[src/plh_pkg.sv]
// constants and carrier types for the pll lock indicator and holdover control
// Function
// - lock pin select code 000100b enters current-source lock indication
// - current-source mode: source current while lock true, ground while false
// - comparator selectable high or low on reference monitor and status pins
// - holdover acts only with both enable bits set, else never high impedance
// - manual mode: align strobe falling edge enters high impedance, edge detected
// - manual exit only at next reference pfd edge after strobe is high
// - exit from high impedance resets b counter, prescaler left running
// - automatic mode: sensed lock pin low enters high impedance
// - comparator enable clear makes holdover sense lock pin as high
// - external holdover bit: clear automatic, set manual via strobe
// - automatic holdover holds high impedance while no reference edge arrives
// - after automatic exit, re-entry blocked until lock pin senses high again or manual mode is set
// - holdover tracks selected reference, ends at its next pfd edge
// - lock counter field sets consecutive cycles, code 00b is five
// - digital lock disable bit must be zero for lock circuit to run
// - window bit clear selects high range window
// - reference select: auto switch, preference, buffer enable field
// - lock after n in-window cycles, unlock on one cycle beyond unlock window
package plh_pkg;
  // ==========================================================
  // register offsets
  localparam logic [7:0] STATUS_PIN_SEL_OFS = 8'h17;
  localparam logic [7:0] LOCK_DETECT_CFG_OFS = 8'h18;
  localparam logic [7:0] LOCK_PIN_SEL_OFS = 8'h1A;
  localparam logic [7:0] REFERENCE_MONITOR_PIN_PIN_SEL_OFS = 8'h1B;
  localparam logic [7:0] REF_SEL_CTRL_OFS = 8'h1C;
  localparam logic [7:0] HOLDOVER_CTRL_OFS = 8'h1D;
  localparam logic [7:0] CHARGE_THRESH_OFS = 8'h1E;
  localparam logic [7:0] BLOCK_STATUS_OFS = 8'h21;
  // ==========================================================
  // field positions
  localparam int LD_CNT_LSB = 5;
  localparam int LD_WINDOW_BIT = 4;
  localparam int LD_DISABLE_BIT = 3;
  localparam int STATUS_SEL_LSB = 2;
  localparam int REF_AUTO_BIT = 4;
  localparam int REF_PREFER_BIT = 3;
  localparam int REF_BUF_LSB = 1;
  localparam int HO_EN0_BIT = 0;
  localparam int HO_EXT_BIT = 1;
  localparam int HO_EN2_BIT = 2;
  localparam int HO_CMP_EN_BIT = 3;
  // ==========================================================
  // codes and reset values
  localparam logic [5:0] LOCK_PIN_CUR_SRC = 6'h04;
  localparam logic [4:0] REFERENCE_MONITOR_PIN_CMP_HI = 5'h0E;
  localparam logic [4:0] REFERENCE_MONITOR_PIN_CMP_LO = 5'h0F;
  localparam logic [5:0] STATUS_CMP_HI = 6'h2E;
  localparam logic [5:0] STATUS_CMP_LO = 6'h2F;
  localparam logic [7:0] REG_RST = 8'h00;
  localparam logic [7:0] CHARGE_THRESH_RST = 8'h20;
  // lock counts per counter code 00b..11b
  localparam logic [7:0] LOCK_CNT_C0 = 8'h05;
  localparam logic [7:0] LOCK_CNT_C1 = 8'h10;
  localparam logic [7:0] LOCK_CNT_C2 = 8'h40;
  localparam logic [7:0] LOCK_CNT_C3 = 8'hFF;

  typedef enum logic [1:0] {
    HO_IDLE = 2'b00,
    HO_HIZ = 2'b01,
    HO_REARM = 2'b10
  } plh_ho_state_e;

  // one pfd comparison, pulsed once per pfd cycle
  typedef struct packed {
    logic cycle;
    logic in_lock_hi;
    logic in_lock_lo;
    logic over_unlock_hi;
    logic over_unlock_lo;
  } plh_pfd_s;

  typedef struct packed {
    logic [7:0] addr;
    logic [7:0] wdata;
    logic wr;
    logic rd;
  } plh_bus_s;
endpackage : plh_pkg

[src/plh_top.sv]
// lock indicator, lock pin comparator and holdover control
`timescale 1ns/1ps
`default_nettype none
module plh_top (
  input wire logic clk,
  input wire logic rst_n,
  input wire plh_pkg::plh_bus_s bus,
  output logic [7:0] rd_data_ff,
  input wire plh_pkg::plh_pfd_s phase_frequency_detector,
  input wire logic ref_pfd_edge,
  input wire logic align_strobe_n,
  output logic dld_ff,
  output logic lock_pin_src_ff,
  output logic lock_pin_gnd_ff,
  output logic reference_monitor_pin_pin_ff,
  output logic status_pin_ff,
  output logic cp_hiz_ff,
  output logic b_cnt_reset_ff,
  output logic ref_auto_switch_ff,
  output logic ref_prefer_second_ff,
  output logic [1:0] ref_buf_en_ff
);
  // ==========================================================
  // registers
  logic [7:0] status_sel_ff, ld_cfg_ff, lock_sel_ff, reference_monitor_pin_sel_ff;
  logic [7:0] ref_ctrl_ff, ho_ctrl_ff, thresh_ff;
  logic [7:0] lock_cnt_ff, charge_cnt_ff;
  logic cmp_ff, strobe_d_ff;
  plh_pkg::plh_ho_state_e ho_state_ff;

  always_ff @(posedge clk or negedge rst_n) begin
    if (!rst_n) begin
      status_sel_ff <= plh_pkg::REG_RST;
      ld_cfg_ff <= plh_pkg::REG_RST;
      lock_sel_ff <= plh_pkg::REG_RST;
      reference_monitor_pin_sel_ff <= plh_pkg::REG_RST;
      ref_ctrl_ff <= plh_pkg::REG_RST;
      ho_ctrl_ff <= plh_pkg::REG_RST;
      thresh_ff <= plh_pkg::CHARGE_THRESH_RST;
    end else if (bus.wr) begin
      case (bus.addr)
        plh_pkg::STATUS_PIN_SEL_OFS: status_sel_ff <= bus.wdata;
        plh_pkg::LOCK_DETECT_CFG_OFS: ld_cfg_ff <= bus.wdata;
        plh_pkg::LOCK_PIN_SEL_OFS: lock_sel_ff <= {2'h0, bus.wdata[5:0]};
        plh_pkg::REFERENCE_MONITOR_PIN_PIN_SEL_OFS: reference_monitor_pin_sel_ff <= {3'h0, bus.wdata[4:0]};
        plh_pkg::REF_SEL_CTRL_OFS: ref_ctrl_ff <= bus.wdata;
        plh_pkg::HOLDOVER_CTRL_OFS: ho_ctrl_ff <= {4'h0, bus.wdata[3:0]};
        plh_pkg::CHARGE_THRESH_OFS: thresh_ff <= bus.wdata;
        default: ;
      endcase
    end
  end

  // unmapped addresses read as zero
  always_ff @(posedge clk or negedge rst_n) begin
    if (!rst_n) begin
      rd_data_ff <= 8'h00;
    end else if (bus.rd) begin
      case (bus.addr)
        plh_pkg::STATUS_PIN_SEL_OFS: rd_data_ff <= status_sel_ff;
        plh_pkg::LOCK_DETECT_CFG_OFS: rd_data_ff <= ld_cfg_ff;
        plh_pkg::LOCK_PIN_SEL_OFS: rd_data_ff <= lock_sel_ff;
        plh_pkg::REFERENCE_MONITOR_PIN_PIN_SEL_OFS: rd_data_ff <= reference_monitor_pin_sel_ff;
        plh_pkg::REF_SEL_CTRL_OFS: rd_data_ff <= ref_ctrl_ff;
        plh_pkg::HOLDOVER_CTRL_OFS: rd_data_ff <= ho_ctrl_ff;
        plh_pkg::CHARGE_THRESH_OFS: rd_data_ff <= thresh_ff;
        plh_pkg::BLOCK_STATUS_OFS: begin
          rd_data_ff <= {2'h0, ho_state_ff, cp_hiz_ff, cmp_ff, lock_pin_src_ff, dld_ff};
        end
        default: rd_data_ff <= 8'h00;
      endcase
    end else begin
      rd_data_ff <= 8'h00;
    end
  end

  // ==========================================================
  // reference select
  // reference select controls
  always_ff @(posedge clk or negedge rst_n) begin
    if (!rst_n) begin
      ref_auto_switch_ff <= 1'b0;
      ref_prefer_second_ff <= 1'b0;
      ref_buf_en_ff <= 2'b00;
    end else begin
      ref_auto_switch_ff <= ref_ctrl_ff[plh_pkg::REF_AUTO_BIT];
      ref_prefer_second_ff <= ref_ctrl_ff[plh_pkg::REF_PREFER_BIT];
      ref_buf_en_ff <= ref_ctrl_ff[plh_pkg::REF_BUF_LSB +: 2];
    end
  end

  // ==========================================================
  // digital lock indicator
  logic ld_disabled, in_lock, over_unlock, lock_hit;
  logic [7:0] lock_target;
  assign ld_disabled = ld_cfg_ff[plh_pkg::LD_DISABLE_BIT];
  assign in_lock = ld_cfg_ff[plh_pkg::LD_WINDOW_BIT] ? phase_frequency_detector.in_lock_lo : phase_frequency_detector.in_lock_hi;
  assign over_unlock = ld_cfg_ff[plh_pkg::LD_WINDOW_BIT] ? phase_frequency_detector.over_unlock_lo
                                                          : phase_frequency_detector.over_unlock_hi;
  always_comb begin
    case (ld_cfg_ff[plh_pkg::LD_CNT_LSB +: 2])
      2'b00: lock_target = plh_pkg::LOCK_CNT_C0;
      2'b01: lock_target = plh_pkg::LOCK_CNT_C1;
      2'b10: lock_target = plh_pkg::LOCK_CNT_C2;
      default: lock_target = plh_pkg::LOCK_CNT_C3;
    endcase
  end
  // nine bits so a saturated run count still reaches the top code
  assign lock_hit = phase_frequency_detector.cycle && in_lock
                    && (({1'b0, lock_cnt_ff} + 9'h001) >= {1'b0, lock_target});

  // disable bit stops the lock circuit
  // n good cycles lock, one bad cycle unlocks
  always_ff @(posedge clk or negedge rst_n) begin
    if (!rst_n) begin
      lock_cnt_ff <= 8'h00;
      dld_ff <= 1'b0;
    end else if (ld_disabled) begin
      lock_cnt_ff <= 8'h00;
      dld_ff <= 1'b0;
    end else if (phase_frequency_detector.cycle) begin
      if (!in_lock) begin
        lock_cnt_ff <= 8'h00;
      end else if (lock_cnt_ff != 8'hFF) begin
        lock_cnt_ff <= lock_cnt_ff + 8'h01;
      end
      if (dld_ff && over_unlock) begin
        dld_ff <= 1'b0;
      end else if (!dld_ff && lock_hit) begin
        dld_ff <= 1'b1;
      end
    end
  end

  // ==========================================================
  // lock pin drive and comparator
  logic cur_src_mode, pin_level;
  assign cur_src_mode = lock_sel_ff[5:0] == plh_pkg::LOCK_PIN_CUR_SRC;

  always_ff @(posedge clk or negedge rst_n) begin
    if (!rst_n) begin
      lock_pin_src_ff <= 1'b0;
      lock_pin_gnd_ff <= 1'b0;
    end else begin
      lock_pin_src_ff <= cur_src_mode && dld_ff;
      lock_pin_gnd_ff <= cur_src_mode && !dld_ff;
    end
  end

  // charge modelled as a run counter
  // any false cycle discharges at once
  always_ff @(posedge clk or negedge rst_n) begin
    if (!rst_n) begin
      charge_cnt_ff <= 8'h00;
    end else if (!lock_pin_src_ff) begin
      charge_cnt_ff <= 8'h00;
    end else if (phase_frequency_detector.cycle && charge_cnt_ff != 8'hFF) begin
      charge_cnt_ff <= charge_cnt_ff + 8'h01;
    end
  end
  // other pin modes drive the lock indicator level straight out
  assign pin_level = cur_src_mode ? (charge_cnt_ff >= thresh_ff) : dld_ff;

  always_ff @(posedge clk or negedge rst_n) begin
    if (!rst_n) begin
      cmp_ff <= 1'b0;
    end else begin
      cmp_ff <= pin_level;
    end
  end

  // comparator on monitor pins, both polarities
  always_ff @(posedge clk or negedge rst_n) begin
    if (!rst_n) begin
      reference_monitor_pin_pin_ff <= 1'b0;
      status_pin_ff <= 1'b0;
    end else begin
      reference_monitor_pin_pin_ff <= (reference_monitor_pin_sel_ff[4:0] == plh_pkg::REFERENCE_MONITOR_PIN_CMP_HI) ? cmp_ff :
                       (reference_monitor_pin_sel_ff[4:0] == plh_pkg::REFERENCE_MONITOR_PIN_CMP_LO) ? !cmp_ff : 1'b0;
      status_pin_ff <= (status_sel_ff[7:2] == plh_pkg::STATUS_CMP_HI) ? cmp_ff :
                       (status_sel_ff[7:2] == plh_pkg::STATUS_CMP_LO) ? !cmp_ff : 1'b0;
    end
  end

  // ==========================================================
  // holdover
  logic ho_en, ho_manual, sensed_high, strobe_fall, enter, leave;
  assign ho_en = ho_ctrl_ff[plh_pkg::HO_EN0_BIT] && ho_ctrl_ff[plh_pkg::HO_EN2_BIT];
  assign ho_manual = ho_ctrl_ff[plh_pkg::HO_EXT_BIT];
  assign sensed_high = !ho_ctrl_ff[plh_pkg::HO_CMP_EN_BIT] || cmp_ff;
  assign strobe_fall = strobe_d_ff && !align_strobe_n;
  assign enter = ho_manual ? strobe_fall : !sensed_high;
  // exit waits for the selected reference pfd edge
  assign leave = ref_pfd_edge && (!ho_manual || align_strobe_n);

  always_ff @(posedge clk or negedge rst_n) begin
    if (!rst_n) begin
      strobe_d_ff <= 1'b1;
    end else begin
      strobe_d_ff <= align_strobe_n;
    end
  end

  // b counter reset with exit; prescaler has no reset here
  // re-arm once the pin senses high or the external holdover bit is set
  always_ff @(posedge clk or negedge rst_n) begin
    if (!rst_n) begin
      ho_state_ff <= plh_pkg::HO_IDLE;
      cp_hiz_ff <= 1'b0;
      b_cnt_reset_ff <= 1'b0;
    end else begin
      b_cnt_reset_ff <= 1'b0;
      if (!ho_en) begin
        ho_state_ff <= plh_pkg::HO_IDLE;
        cp_hiz_ff <= 1'b0;
      end else begin
        case (ho_state_ff)
          plh_pkg::HO_IDLE: begin
            if (enter) begin
              ho_state_ff <= plh_pkg::HO_HIZ;
              cp_hiz_ff <= 1'b1;
            end
          end
          plh_pkg::HO_HIZ: begin
            if (leave) begin
              ho_state_ff <= ho_manual ? plh_pkg::HO_IDLE : plh_pkg::HO_REARM;
              cp_hiz_ff <= 1'b0;
              b_cnt_reset_ff <= 1'b1;
            end
          end
          plh_pkg::HO_REARM: begin
            if (ho_manual || sensed_high) begin
              ho_state_ff <= plh_pkg::HO_IDLE;
            end
          end
          default: begin
            ho_state_ff <= plh_pkg::HO_IDLE;
            cp_hiz_ff <= 1'b0;
          end
        endcase
      end
    end
  end
endmodule : plh_top
`default_nettype wire

[config.mk]
export PLATFORM = sky130hd
export DESIGN_NAME = plh_top
export DESIGN_NICKNAME = d
export VERILOG_FILES = /design/src/plh_pkg.sv /design/src/plh_top.sv
export SDC_FILE = /design/constraint.sdc
export NUM_CORES = 1
export LEC_CHECK = 0
export ABC_AREA = 0
export ABC_CLOCK_PERIOD_IN_PS = 4300
export BUFFER_PORTS_ARGS = -buffer_cell sky130_fd_sc_hd__buf_2
export CAP_MARGIN = 25
export CORE_UTILIZATION = 65
export CTS_BUF_LIST = sky130_fd_sc_hd__clkbuf_2 sky130_fd_sc_hd__clkbuf_4 sky130_fd_sc_hd__clkbuf_8
export DETAILED_ROUTE_END_ITERATION = 10
export GPL_ROUTABILITY_DRIVEN = 0
export PLACE_DENSITY = 0.94
export SYNTH_ARGS = -nofsm -noshare
export SYNTH_HDL_FRONTEND = slang
export SYNTH_SLANG_ARGS = --single-unit
[constraint.sdc]
create_clock -name clk -period 4.3 [get_ports clk]
set_input_delay 0.645 -clock clk [delete_from_list [all_inputs] [get_ports clk]]
set_output_delay 0.645 -clock clk [all_outputs]
set_load 0.005 [all_outputs]
==> results.toml, run 1 <==
[synthesis]
ys.flop_type = "dfrtp_1"
synth_top_area_cell = "dfrtp_1"
ys_seq_area_frac = 0.486
netlist_top_cells_area = "dfrtp_1, mux2_2, ha_1"
syn_area_per_cell_sq_um = 11.3
synth_top_area_frac = 0.474
syn_nets = 441
netlist_instances = 393
synth_area_sq_um = 4430
ys_types = 52
ys_seq_elements = 86
async_reset_ff_frac = 1.00
yosysWarnings = 0
synth-edff-count = 0

[power_and_ir_drop]
power.share.switching = 0.272
cellLeakagePower_nw = 2.35
power_per_cell_area_nw_per_um2 = 323
ir_drop_mv = 0.243
finalPower_mw = 1.60
internal-power_mw = 1.16
power_frac_comb = 0.104
seq_power_share = 0.551
p_clk_frac = 0.345
switchingPower_uw = 434

[run]
max-cap-violations = 0

[floorplanning]
initial_utilization = 0.687
dieArea_sq_um = 7160
fp.dieW_um = 84.6
core_sq_um = 6460
rows = 29
num_io_pins = 46
die-height_um = 84.6

[timing]
rsz0062_at_grt = "false"
max_freq_mhz = 428
worst_slew_margin_rel = 0.503
fin_crit_ps = 2330
finalMaxSlewViolations = 0
timing.final.hold_violations = 0
tns_ps = 0
tightest_slew_ps = 743
setup_viol = 0
worst_clock_skew_ps = 14.6
post-route-period-util = 0.543

[clocking]
clk_pin_slew_ps = 90
max-clock-path-buffers = 2
cts_resized = 0
hold_buffers = 0
postCtsSetupRepairBufs = 0
clock-sinks = 86
clk_latency_ps = 370
root_buffer = "clkbuf_8"
cts_tree = "built"
htreeDepth = 3
cts_buffers = 9

[routing]
via_per_inst = 6.59
first_pass_iters = 10
route.detailed.wl_per_inst_um = 19.8
postRouteAntennaNets = 0
routed-wl-met2_um = 5100
drt_iter0_drc = 401
wl_um = 10300
routed-wl-met3_um = 662
drc = 4
wl_met1_um = 4230
top_layer = "met4"
vias = 3440

[cells_and_area]
final_cell_mix = "dfrtp_1, mux2_2, buf_2, nor2_1, ha_1"
drive_gt1_frac = 0.276
nets = 488
fin_area_sq_um = 4930
area_delta_synth_final_pct = 11.3
diodes = 0
fin_cells = 522
layout_commonest_cell = "dfrtp_1"

[grt]
grt_overflow = 0
antenna_found_initial = 0
grt_util_all_layers = 0.310
grt_pass1_wl_um = 17000
first_global_vias = 3390
grt_max_degree = 87

[setup_path]
ff2ff_path_depth = 8
timing.rr.end = "dld_ff$_DFFE_PN0P_"
rrSetupSlack_ps = 1970
worst_ep_required_time_ps = 4580
cpMaxStageDelayCell = "dfrtp_1"
cpMostUsedCell = "ha_1"
cpPeakStageDelay_ps = 460
crit_path_max_fanout = 6
crit_chain = "ha_1, nand3_1, nor2_1, xor2_1, ha_1, o2111ai_1, or3_1, a41oi_1"
start_kind = "register"
reg2reg_from = "lock_cnt_ff[0]$_DFFE_PN0P_"
cp_num_buf_inv = 0
worstSetupEndpointType = "register"
arrival_ps = 2620
crit_start = "lock_cnt_ff[0]$_DFFE_PN0P_"
crit_type = "reg -> reg"
path_delay_family = "simple AND/OR/NAND/NOR gates"

[outcome]
violations = "DRC"
status = "finished, violations left"

[place]
place_area_sq_um = 4710
dpl.hpwl_um = 7250
portBuffers = 45
dp.cells = 505

[worst_hold_path]
hp-class = "in -> async"
## metal layers
| layer | up-vias | GRT usage |
|---|---|---|
| met5 | - | 0 |
| met4 | 0 | 0.149 |
| met3 | 42 | 0.0560 |
| met2 | 175 | 0.511 |
| met1 | 1704 | 0.400 |
| li1 | 1519 | - |
## worst max path at each step
stage                                      end  depth (start not counted)
floorplan           lock_sel_ff[1]$_DFFE_PN0P_                          6
global placement    lock_sel_ff[2]$_DFFE_PN0P_                          5
detailed placement  lock_sel_ff[1]$_DFFE_PN0P_                          5
CTS                         dld_ff$_DFFE_PN0P_                          8
global route                dld_ff$_DFFE_PN0P_                          8
finish                      dld_ff$_DFFE_PN0P_                          8
## layout make-up
| cell class | count | area [sq um] |
|---|---|---|
| Tap cell | 77 | 96.3 |
| Fill cell | 417 | 1520 |
| Multi-Input combinational cell | 277 | 2160 |
| Timing Repair Buffer | 46 | 255 |
| Clock buffer | 11 | 151 |
| Clock inverter | 5 | 41.3 |
| Sequential cell | 86 | 2150 |
| Inverter | 20 | 75.1 |
## cells in the mapped netlist (all sizes together), types with 3 or more instances
library cell  instances
a21boi                3
ha                   21
o21ai                10
a22o                  4
a211oi                3
nor2                 29
a22oi                 3
buf                   5
mux2                 51
or3                   6
nand2b                8
clkbuf                5
nand4                 4
mux2i                10
and2                  3
nand3                14
a32o                  3
dfrtp                84
a21oi                19
a21o                  4
and3                  5
nor2b                 9
xnor2                10
nand2                18
a222oi                5
nor3                  9
inv                  20
a32oi                 4
## stage by stage
stage                     hold WS (ps)   util  setup WS [ps]
after floorplan                    349      -           2250
after global placement             389  0.730           1930
after detailed placement           386  0.730           1860
after CTS                          370  0.760           1960
after global routing               167  0.764           1850
final                              157  0.764           1970
## flip-flops by register name, indices dropped and copies added (netlist names), 2 cells and up
signal and cells:
lock_cnt_ff 8, rd_data_ff 8, ref_buf_en_ff 2, ref_ctrl_ff 8, reference_monitor_pin_sel_ff 5, status_sel_ff 8
thresh_ff 8, lock_sel_ff 6, ld_cfg_ff 8, ho_ctrl_ff 4, charge_cnt_ff 8, ho_state_ff 2
## power by group through the flow
stage                     Sequential, mW  Clock (mW)  Combinational [mW]
after global routing               0.883       0.590               0.185
after floorplan                    0.879           0               0.100
after detailed placement           0.894           0               0.161
after global placement             0.891           0               0.153
after CTS                          0.879       0.554               0.163
final                              0.880       0.550               0.166
## kinds of logic (layout without fill, tap and decap cells)
group / after synthesis / count (layout) / synth area share
multiplexers: 61 / 61 / 0.152
adder cells (fa/ha/maj): 21 / 21 / 0.0593
flip-flops: 86 / 86 / 0.486
AND/OR/NAND/NOR: 114 / 114 / 0.143
XOR/XNOR: 12 / 12 / 0.0237
AO/OA/AOI/OAI: 69 / 69 / 0.109
buffers and inverters: 30 / 82 / 0.0268
No activity file was read; power rests on OpenSTA's default activity.
==> run 2, diff against run 1 <==
==> config.mk (replaced) <==
export PLATFORM = sky130hd
export DESIGN_NAME = plh_top
export DESIGN_NICKNAME = d
export VERILOG_FILES = /design/src/plh_pkg.sv /design/src/plh_top.sv
export SDC_FILE = /design/constraint.sdc
export NUM_CORES = 1
export LEC_CHECK = 0
export ABC_AREA = 1
export ABC_CLOCK_PERIOD_IN_PS = 1970
export BUFFER_PORTS_ARGS = -buffer_cell sky130_fd_sc_hd__buf_2
export CAP_MARGIN = 25
export CORE_UTILIZATION = 55
export CTS_BUF_LIST = sky130_fd_sc_hd__clkbuf_2 sky130_fd_sc_hd__clkbuf_4 sky130_fd_sc_hd__clkbuf_8
export DETAILED_ROUTE_END_ITERATION = 10
export GPL_ROUTABILITY_DRIVEN = 0
export PLACE_DENSITY = 0.85
export SYNTH_ARGS = -nofsm -noshare
export SYNTH_HDL_FRONTEND = slang
export SYNTH_SLANG_ARGS = --single-unit
==> constraint.sdc (replaced) <==
create_clock -name clk -period 1.97 [get_ports clk]
set_input_delay 0.2955 -clock clk [delete_from_list [all_inputs] [get_ports clk]]
set_output_delay 0.2955 -clock clk [all_outputs]
set_load 0.005 [all_outputs]
==> run 2 against run 1 <==
The flow finishes with violations (setup timing). Flip-flop and latch count stayed put. Synthesized cell count is 37% higher. Clock skew is 5.1 ps lower. Highest routed layer unchanged.
==> results.toml, run 2 <==
[clocking]
max-clock-path-buffers = 2
clk_latency_ps = 360
root_buffer = "clkbuf_8"
htreeDepth = 3
cts_buffers = 9
clk_pin_slew_ps = 90
clock-sinks = 86
cts_tree = "built"

[cells_and_area]
layout_commonest_cell = "nand2_1"
final_cell_mix = "nand2_1, dfrtp_1, inv_1, o21ai_1, buf_2"
diodes = 0
fin_cells = 703
drive_gt1_frac = 0.190
nets = 644
area_delta_synth_final_pct = 13.5

[place]
dpl.hpwl_um = 7940
pre_cts_ws_ps = -96.8
portBuffers = 45
dp.cells = 685

[timing]
fin_ws_ps = -108
tns_ps = -108
post-route-period-util = 1.05
worst_slew_margin_rel = 0.605
finalMaxSlewViolations = 0
setup_viol = 1
tightest_slew_ps = 593
rsz0062_at_grt = "true"
fin_crit_ps = 2080
worst_clock_skew_ps = 9.46
timing.final.hold_violations = 0
max_freq_mhz = 481

[power_and_ir_drop]
power.share.switching = 0.270
cellLeakagePower_nw = 2.56
power_frac_comb = 0.111
internal-power_mw = 2.67
switchingPower_uw = 986
ir_drop_mv = 0.513
power_per_cell_area_nw_per_um2 = 717
seq_power_share = 0.525
p_clk_frac = 0.363

[routing]
first_pass_iters = 5
via_per_inst = 5.57
drc = 0
postRouteAntennaNets = 0
route.detailed.wl_per_inst_um = 15.6
drt_iter0_drc = 308
vias = 3917
wl_um = 11000

[grt]
grt_max_degree = 46
first_global_vias = 3930
grt_pass1_wl_um = 18200
grt_util_all_layers = 0.277
grt_overflow = 0
antenna_found_initial = 0

[synthesis]
ys_seq_elements = 86
synth_area_sq_um = 4490
netlist_instances = 539
syn_nets = 587
yosysWarnings = 0
netlist_top_cells_area = "dfrtp_1, nand2_1, ha_1"
ys_seq_area_frac = 0.480
syn_area_per_cell_sq_um = 8.32
ys_top_cells_by_count = "nand2_1, dfrtp_1, inv_1"
synth_top_area_frac = 0.469
synth.most_common_cell = "nand2_1"
async_reset_ff_frac = 1.00
synth_top_area_cell = "dfrtp_1"
ys.flop_type = "dfrtp_1"
synth-edff-count = 0
ys_types = 39

[floorplanning]
fp.dieW_um = 92.3
core_sq_um = 7810
initial_utilization = 0.575
die-height_um = 92.3
rows = 32
dieArea_sq_um = 8520
num_io_pins = 46

[setup_path]
ff2ff_path_depth = 14
rrSetupSlack_ps = -110
timing.rr.end = "dld_ff$_DFFE_PN0P_"
worstSetupEndpointType = "register"
arrival_ps = 2330
reg2reg_from = "lock_cnt_ff[0]$_DFFE_PN0P_"
crit_type = "reg -> reg"
start_kind = "register"
crit_path_max_fanout = 3
worst_ep_required_time_ps = 2220

[run]
max-cap-violations = 0

[outcome]
violations = "setup timing"
status = "finished, violations left"

[worst_hold_path]
hp-class = "in -> reg"
hold_start = "align_strobe_n"
holdPathStages = 1
hold_end = "strobe_d_ff$_DFF_PN1_"
## run 2: cell types whose count changed in the layout (fill, tap and decap cells not counted), moves of 7 or more
cell      before  now
inv_1         20   59
inv_2          0   11
mux2_2        50    0
mux2i_1       10    1
nand2_1       18  140
nand2_2        0    7
nand2b_1       8    0
nand3_1       11   21
nor2_1        29   39
nor2b_1        9    0
o21ai_0        7   21
o21ai_1        3   48
xnor2_1       10    1
## run 2: power by group through the flow
stage	Sequential (mW)	Clock, mW	Combinational [mW]
after floorplan	1.93	0	0.223
after global placement	1.94	0	0.374
after detailed placement	1.95	0	0.399
after CTS	1.91	1.33	0.404
after global routing	1.93	1.40	0.459
final	1.92	1.33	0.406
## run 2: stage by stage
| stage | util | hold slack (ps) | cell area [sq um] | power, mW |
|---|---|---|---|---|
| CTS | 0.648 | 41.1 | 5060 | 3.65 |
| finish | 0.652 | 44.1 | 5090 | 3.65 |
| global placement | 0.620 | 331 | 4840 | 2.32 |
| global route | 0.652 | 43.1 | 5090 | 3.79 |
| floorplan | - | -0.0911 | 4490 | 2.15 |
| detailed placement | 0.620 | 351 | 4840 | 2.35 |
## run 2: cell type report
type | instances | area, sq um
Clock buffer | 12 | 159
Clock inverter | 4 | 53.8
Fill cell | 650 | 2720
Inverter | 72 | 274
Multi-Input combinational cell | 374 | 2020
Sequential cell | 86 | 2150
Tap cell | 102 | 128
Timing Repair Buffer | 53 | 303
## run 2: worst max-delay path by stage
stage                                    start            endpoint  depth (start not counted)
global route        lock_cnt_ff[1]$_DFFE_PN0P_  dld_ff$_DFFE_PN0P_                         14
global placement    lock_cnt_ff[0]$_DFFE_PN0P_  dld_ff$_DFFE_PN0P_                         14
detailed placement  lock_cnt_ff[0]$_DFFE_PN0P_  dld_ff$_DFFE_PN0P_                         14
finish              lock_cnt_ff[0]$_DFFE_PN0P_  dld_ff$_DFFE_PN0P_                         14
floorplan           lock_cnt_ff[0]$_DFFE_PN0P_  dld_ff$_DFFE_PN0P_                         14
CTS                 lock_cnt_ff[0]$_DFFE_PN0P_  dld_ff$_DFFE_PN0P_                         14
## run 2: kinds of logic after synthesis
| group | count (synthesis) | synth area share |
|---|---|---|
| simple gates | 242 | 0.246 |
| compound gates | 105 | 0.127 |
| flops | 86 | 0.480 |
| buf+inv | 79 | 0.0750 |
| fa+ha+maj | 21 | 0.0586 |
| xor+xnor | 5 | 0.0114 |
| mux | 1 | 0.00223 |
## run 2: critical path, cell delays in order, from the launching register on
cell and delay (ps):
dfrtp_1 360, ha_2 200, nand2_2 60, nor2_4 120
inv_2 60, nor2_4 130, xor2_4 200, ha_4 230
a21o_1 150, nand3_1 90, nand2_1 60, nor2_1 110
nand3_1 80, nand2_1 60, a21oi_1 60
## run 2: per-layer routing
metal	vias up	global-route usage	part of all wire
li1	1869	-	-
met1	1822	0.353	0.41
met2	191	0.462	0.49
met3	35	0.0542	0.077
met4	0	0.113	0.027
met5	-	0	0
## run 2: what timing repair did
action	4_1_cts	5_1_grt
buffers inserted	0	1
setup endpoints to repair	1	1
gates resized for setup	0	4
gates cloned	0	0
hold buffers	1	0
pin swaps	1	0
endpoints found under the hold margin	41	0
==> run 3, diff against run 2 <==
--- a/config.mk
+++ b/config.mk
@@ -5,7 +5,6 @@
 export SDC_FILE = /design/constraint.sdc
 export NUM_CORES = 1
 export LEC_CHECK = 0
-export ABC_AREA = 1
 export ABC_CLOCK_PERIOD_IN_PS = 1970
 export BUFFER_PORTS_ARGS = -buffer_cell sky130_fd_sc_hd__buf_2
 export CAP_MARGIN = 25
==> run 3 against run 2 <==
The flow now finishes without violations. Hold slack gained 4.0 ps. Die area shrank 1.1%. Clock-buffer cell count fell by 3. Largest power group unchanged.
==> results.toml, run 3 (synthesis gave the netlist of run 1 again) <==
[place]
portBuffers = 45
dpl.hpwl_um = 7680

[timing]
finalMaxSlewViolations = 0
tightest_slew_ps = 727
fin_crit_ps = 1950
max_freq_mhz = 512
setup_viol = 0
tns_ps = 0
worst_slew_margin_rel = 0.513
timing.final.hold_violations = 0
worst_clock_skew_ps = 8.32
post-route-period-util = 0.990

[grt]
grt_overflow = 0
grt_use_met1 = 0.357
grt_pass1_wl_um = 17300
grtUsageMet2 = 0.439
grt.busiest_layer = "met2"
use_met3 = 0.0539
grt_max_degree = 36
grt_util_all_layers = 0.270
antenna_found_initial = 0
first_global_vias = 3441

[routing]
vias = 3497
via_per_inst = 6.09
route.detailed.wl_per_inst_um = 18.7
drt_iter0_drc = 314
postRouteAntennaNets = 0
wl_um = 10800
drc = 0
first_pass_iters = 6

[floorplanning]
initial_utilization = 0.571
die-height_um = 91.8
core_sq_um = 7770
num_io_pins = 46
fp.dieW_um = 91.8
rows = 32
dieArea_sq_um = 8430

[power_and_ir_drop]
switchingPower_uw = 982
power_per_cell_area_nw_per_um2 = 664
power_frac_comb = 0.124
power.share.switching = 0.281
cellLeakagePower_nw = 2.49
ir_drop_mv = 0.297
internal-power_mw = 2.51
p_clk_frac = 0.328
seq_power_share = 0.548

[cells_and_area]
drive_gt1_frac = 0.345
fillers = 562
diodes = 0
area_delta_synth_final_pct = 18.8
layout_commonest_cell = "dfrtp_1"
final_cell_mix = "dfrtp_1, mux2_2, buf_2, nor2_1, buf_4"
nets = 515
postLayoutCoreUtil = 0.678

[worst_hold_path]
hold_end = "strobe_d_ff$_DFF_PN1_"
hp-class = "in -> reg"
hold_start = "align_strobe_n"
holdPathStages = 1

[clocking]
max-clock-path-buffers = 2
cts_tree = "built"
htreeDepth = 3
root_buffer = "clkbuf_8"
clock-sinks = 86
cts_buffers = 9
clk_pin_slew_ps = 90
clk_latency_ps = 360

[setup_path]
rrSetupSlack_ps = 20
timing.rr.end = "lock_cnt_ff[4]$_DFFE_PN0P_"
reg2reg_from = "lock_cnt_ff[0]$_DFFE_PN0P_"
crit_path_max_fanout = 8
worstSetupEndpointType = "register"
start_kind = "register"
crit_type = "reg -> reg"
ff2ff_path_depth = 5
worst_ep_required_time_ps = 2250
arrival_ps = 2230

[outcome]
status = "finished, final reports clean"

[run]
max-cap-violations = 0
run 3: cell count changes in the layout (fill, tap and decap cells not counted), sizes merged, moves of 8 or more:
cell / before / now
mux2: 0 / 51
buf: 52 / 72
mux2i: 1 / 10
nand2b: 0 / 8
xnor2: 1 / 10
nand2: 153 / 18
nor2b: 0 / 9
o21ai: 72 / 10
inv: 72 / 21
nor2: 44 / 29
nand3: 24 / 14
run 3: final cells by class:
class | instances | area, sq um | share of cell area
flip-flops and latches | 86 | 2150 | 0.409
clock inverters | 7 | 58.8 | 0.0112
well taps | 102 | 128 | 0.0242
multi-input cells | 277 | 2270 | 0.432
repair buffers | 73 | 453 | 0.0860
inverters | 20 | 75.1 | 0.0143
clock buffers | 9 | 124 | 0.0235
run 3: routing by layer:
metal	wire length (um)	vias to the layer above
met5	0	-
met4	258	0
met3	703	26
met2	5200	164
met1	4590	1722
li1	-	1585
run 3: worst max path at each step:
stage | from | to | slack [ps] | depth (start not counted)
after floorplan | lock_cnt_ff[0]$_DFFE_PN0P_ | dld_ff$_DFFE_PN0P_ | 8 | 8
after global placement | lock_cnt_ff[1]$_DFFE_PN0P_ | dld_ff$_DFFE_PN0P_ | 60 | 8
after detailed placement | lock_cnt_ff[1]$_DFFE_PN0P_ | dld_ff$_DFFE_PN0P_ | -30 | 8
after CTS | lock_cnt_ff[0]$_DFFE_PN0P_ | dld_ff$_DFFE_PN0P_ | 2 | 8
after global routing | lock_cnt_ff[0]$_DFFE_PN0P_ | lock_cnt_ff[4]$_DFFE_PN0P_ | -60 | 5
final | lock_cnt_ff[0]$_DFFE_PN0P_ | lock_cnt_ff[4]$_DFFE_PN0P_ | 20 | 5
run 3: repair_timing:
action,in CTS,in global routing
endpoints found under the hold margin,32,0
setup endpoints to repair,1,1
hold buffers,1,0
resized for setup,5,14
pin swaps,2,7
buffers inserted,2,2
run 3: power by group through the flow:
stage	Sequential [mW]	Combinational, mW	Clock (mW)
floorplan	1.92	0.220	0
global placement	1.93	0.385	0
detailed placement	1.94	0.401	0
CTS	1.91	0.412	1.16
global route	1.92	0.480	1.24
finish	1.92	0.432	1.15
run 3: worst max-delay path, stage by stage (launching register included):
cell and delay [ps]:
dfrtp_1 430, ha_4 170, nand3_4 80, or3_1 530, o22ai_1 430, a32o_1 230
run 3: stage by stage:
step                      cell area [sq um]  total power [mW]  hold slack (ps)  worst slack, ps  instances
after detailed placement               4940              2.34              279            -31.6        553
final                                  5270              3.49             48.2             18.7        574
after global routing                   5270              3.64             39.0            -61.9        574
after global placement                 4940              2.32              277             55.9        553
after CTS                              5170              3.48             40.3             1.75        572
after floorplan                        4440              2.14          -0.0911             7.65        393
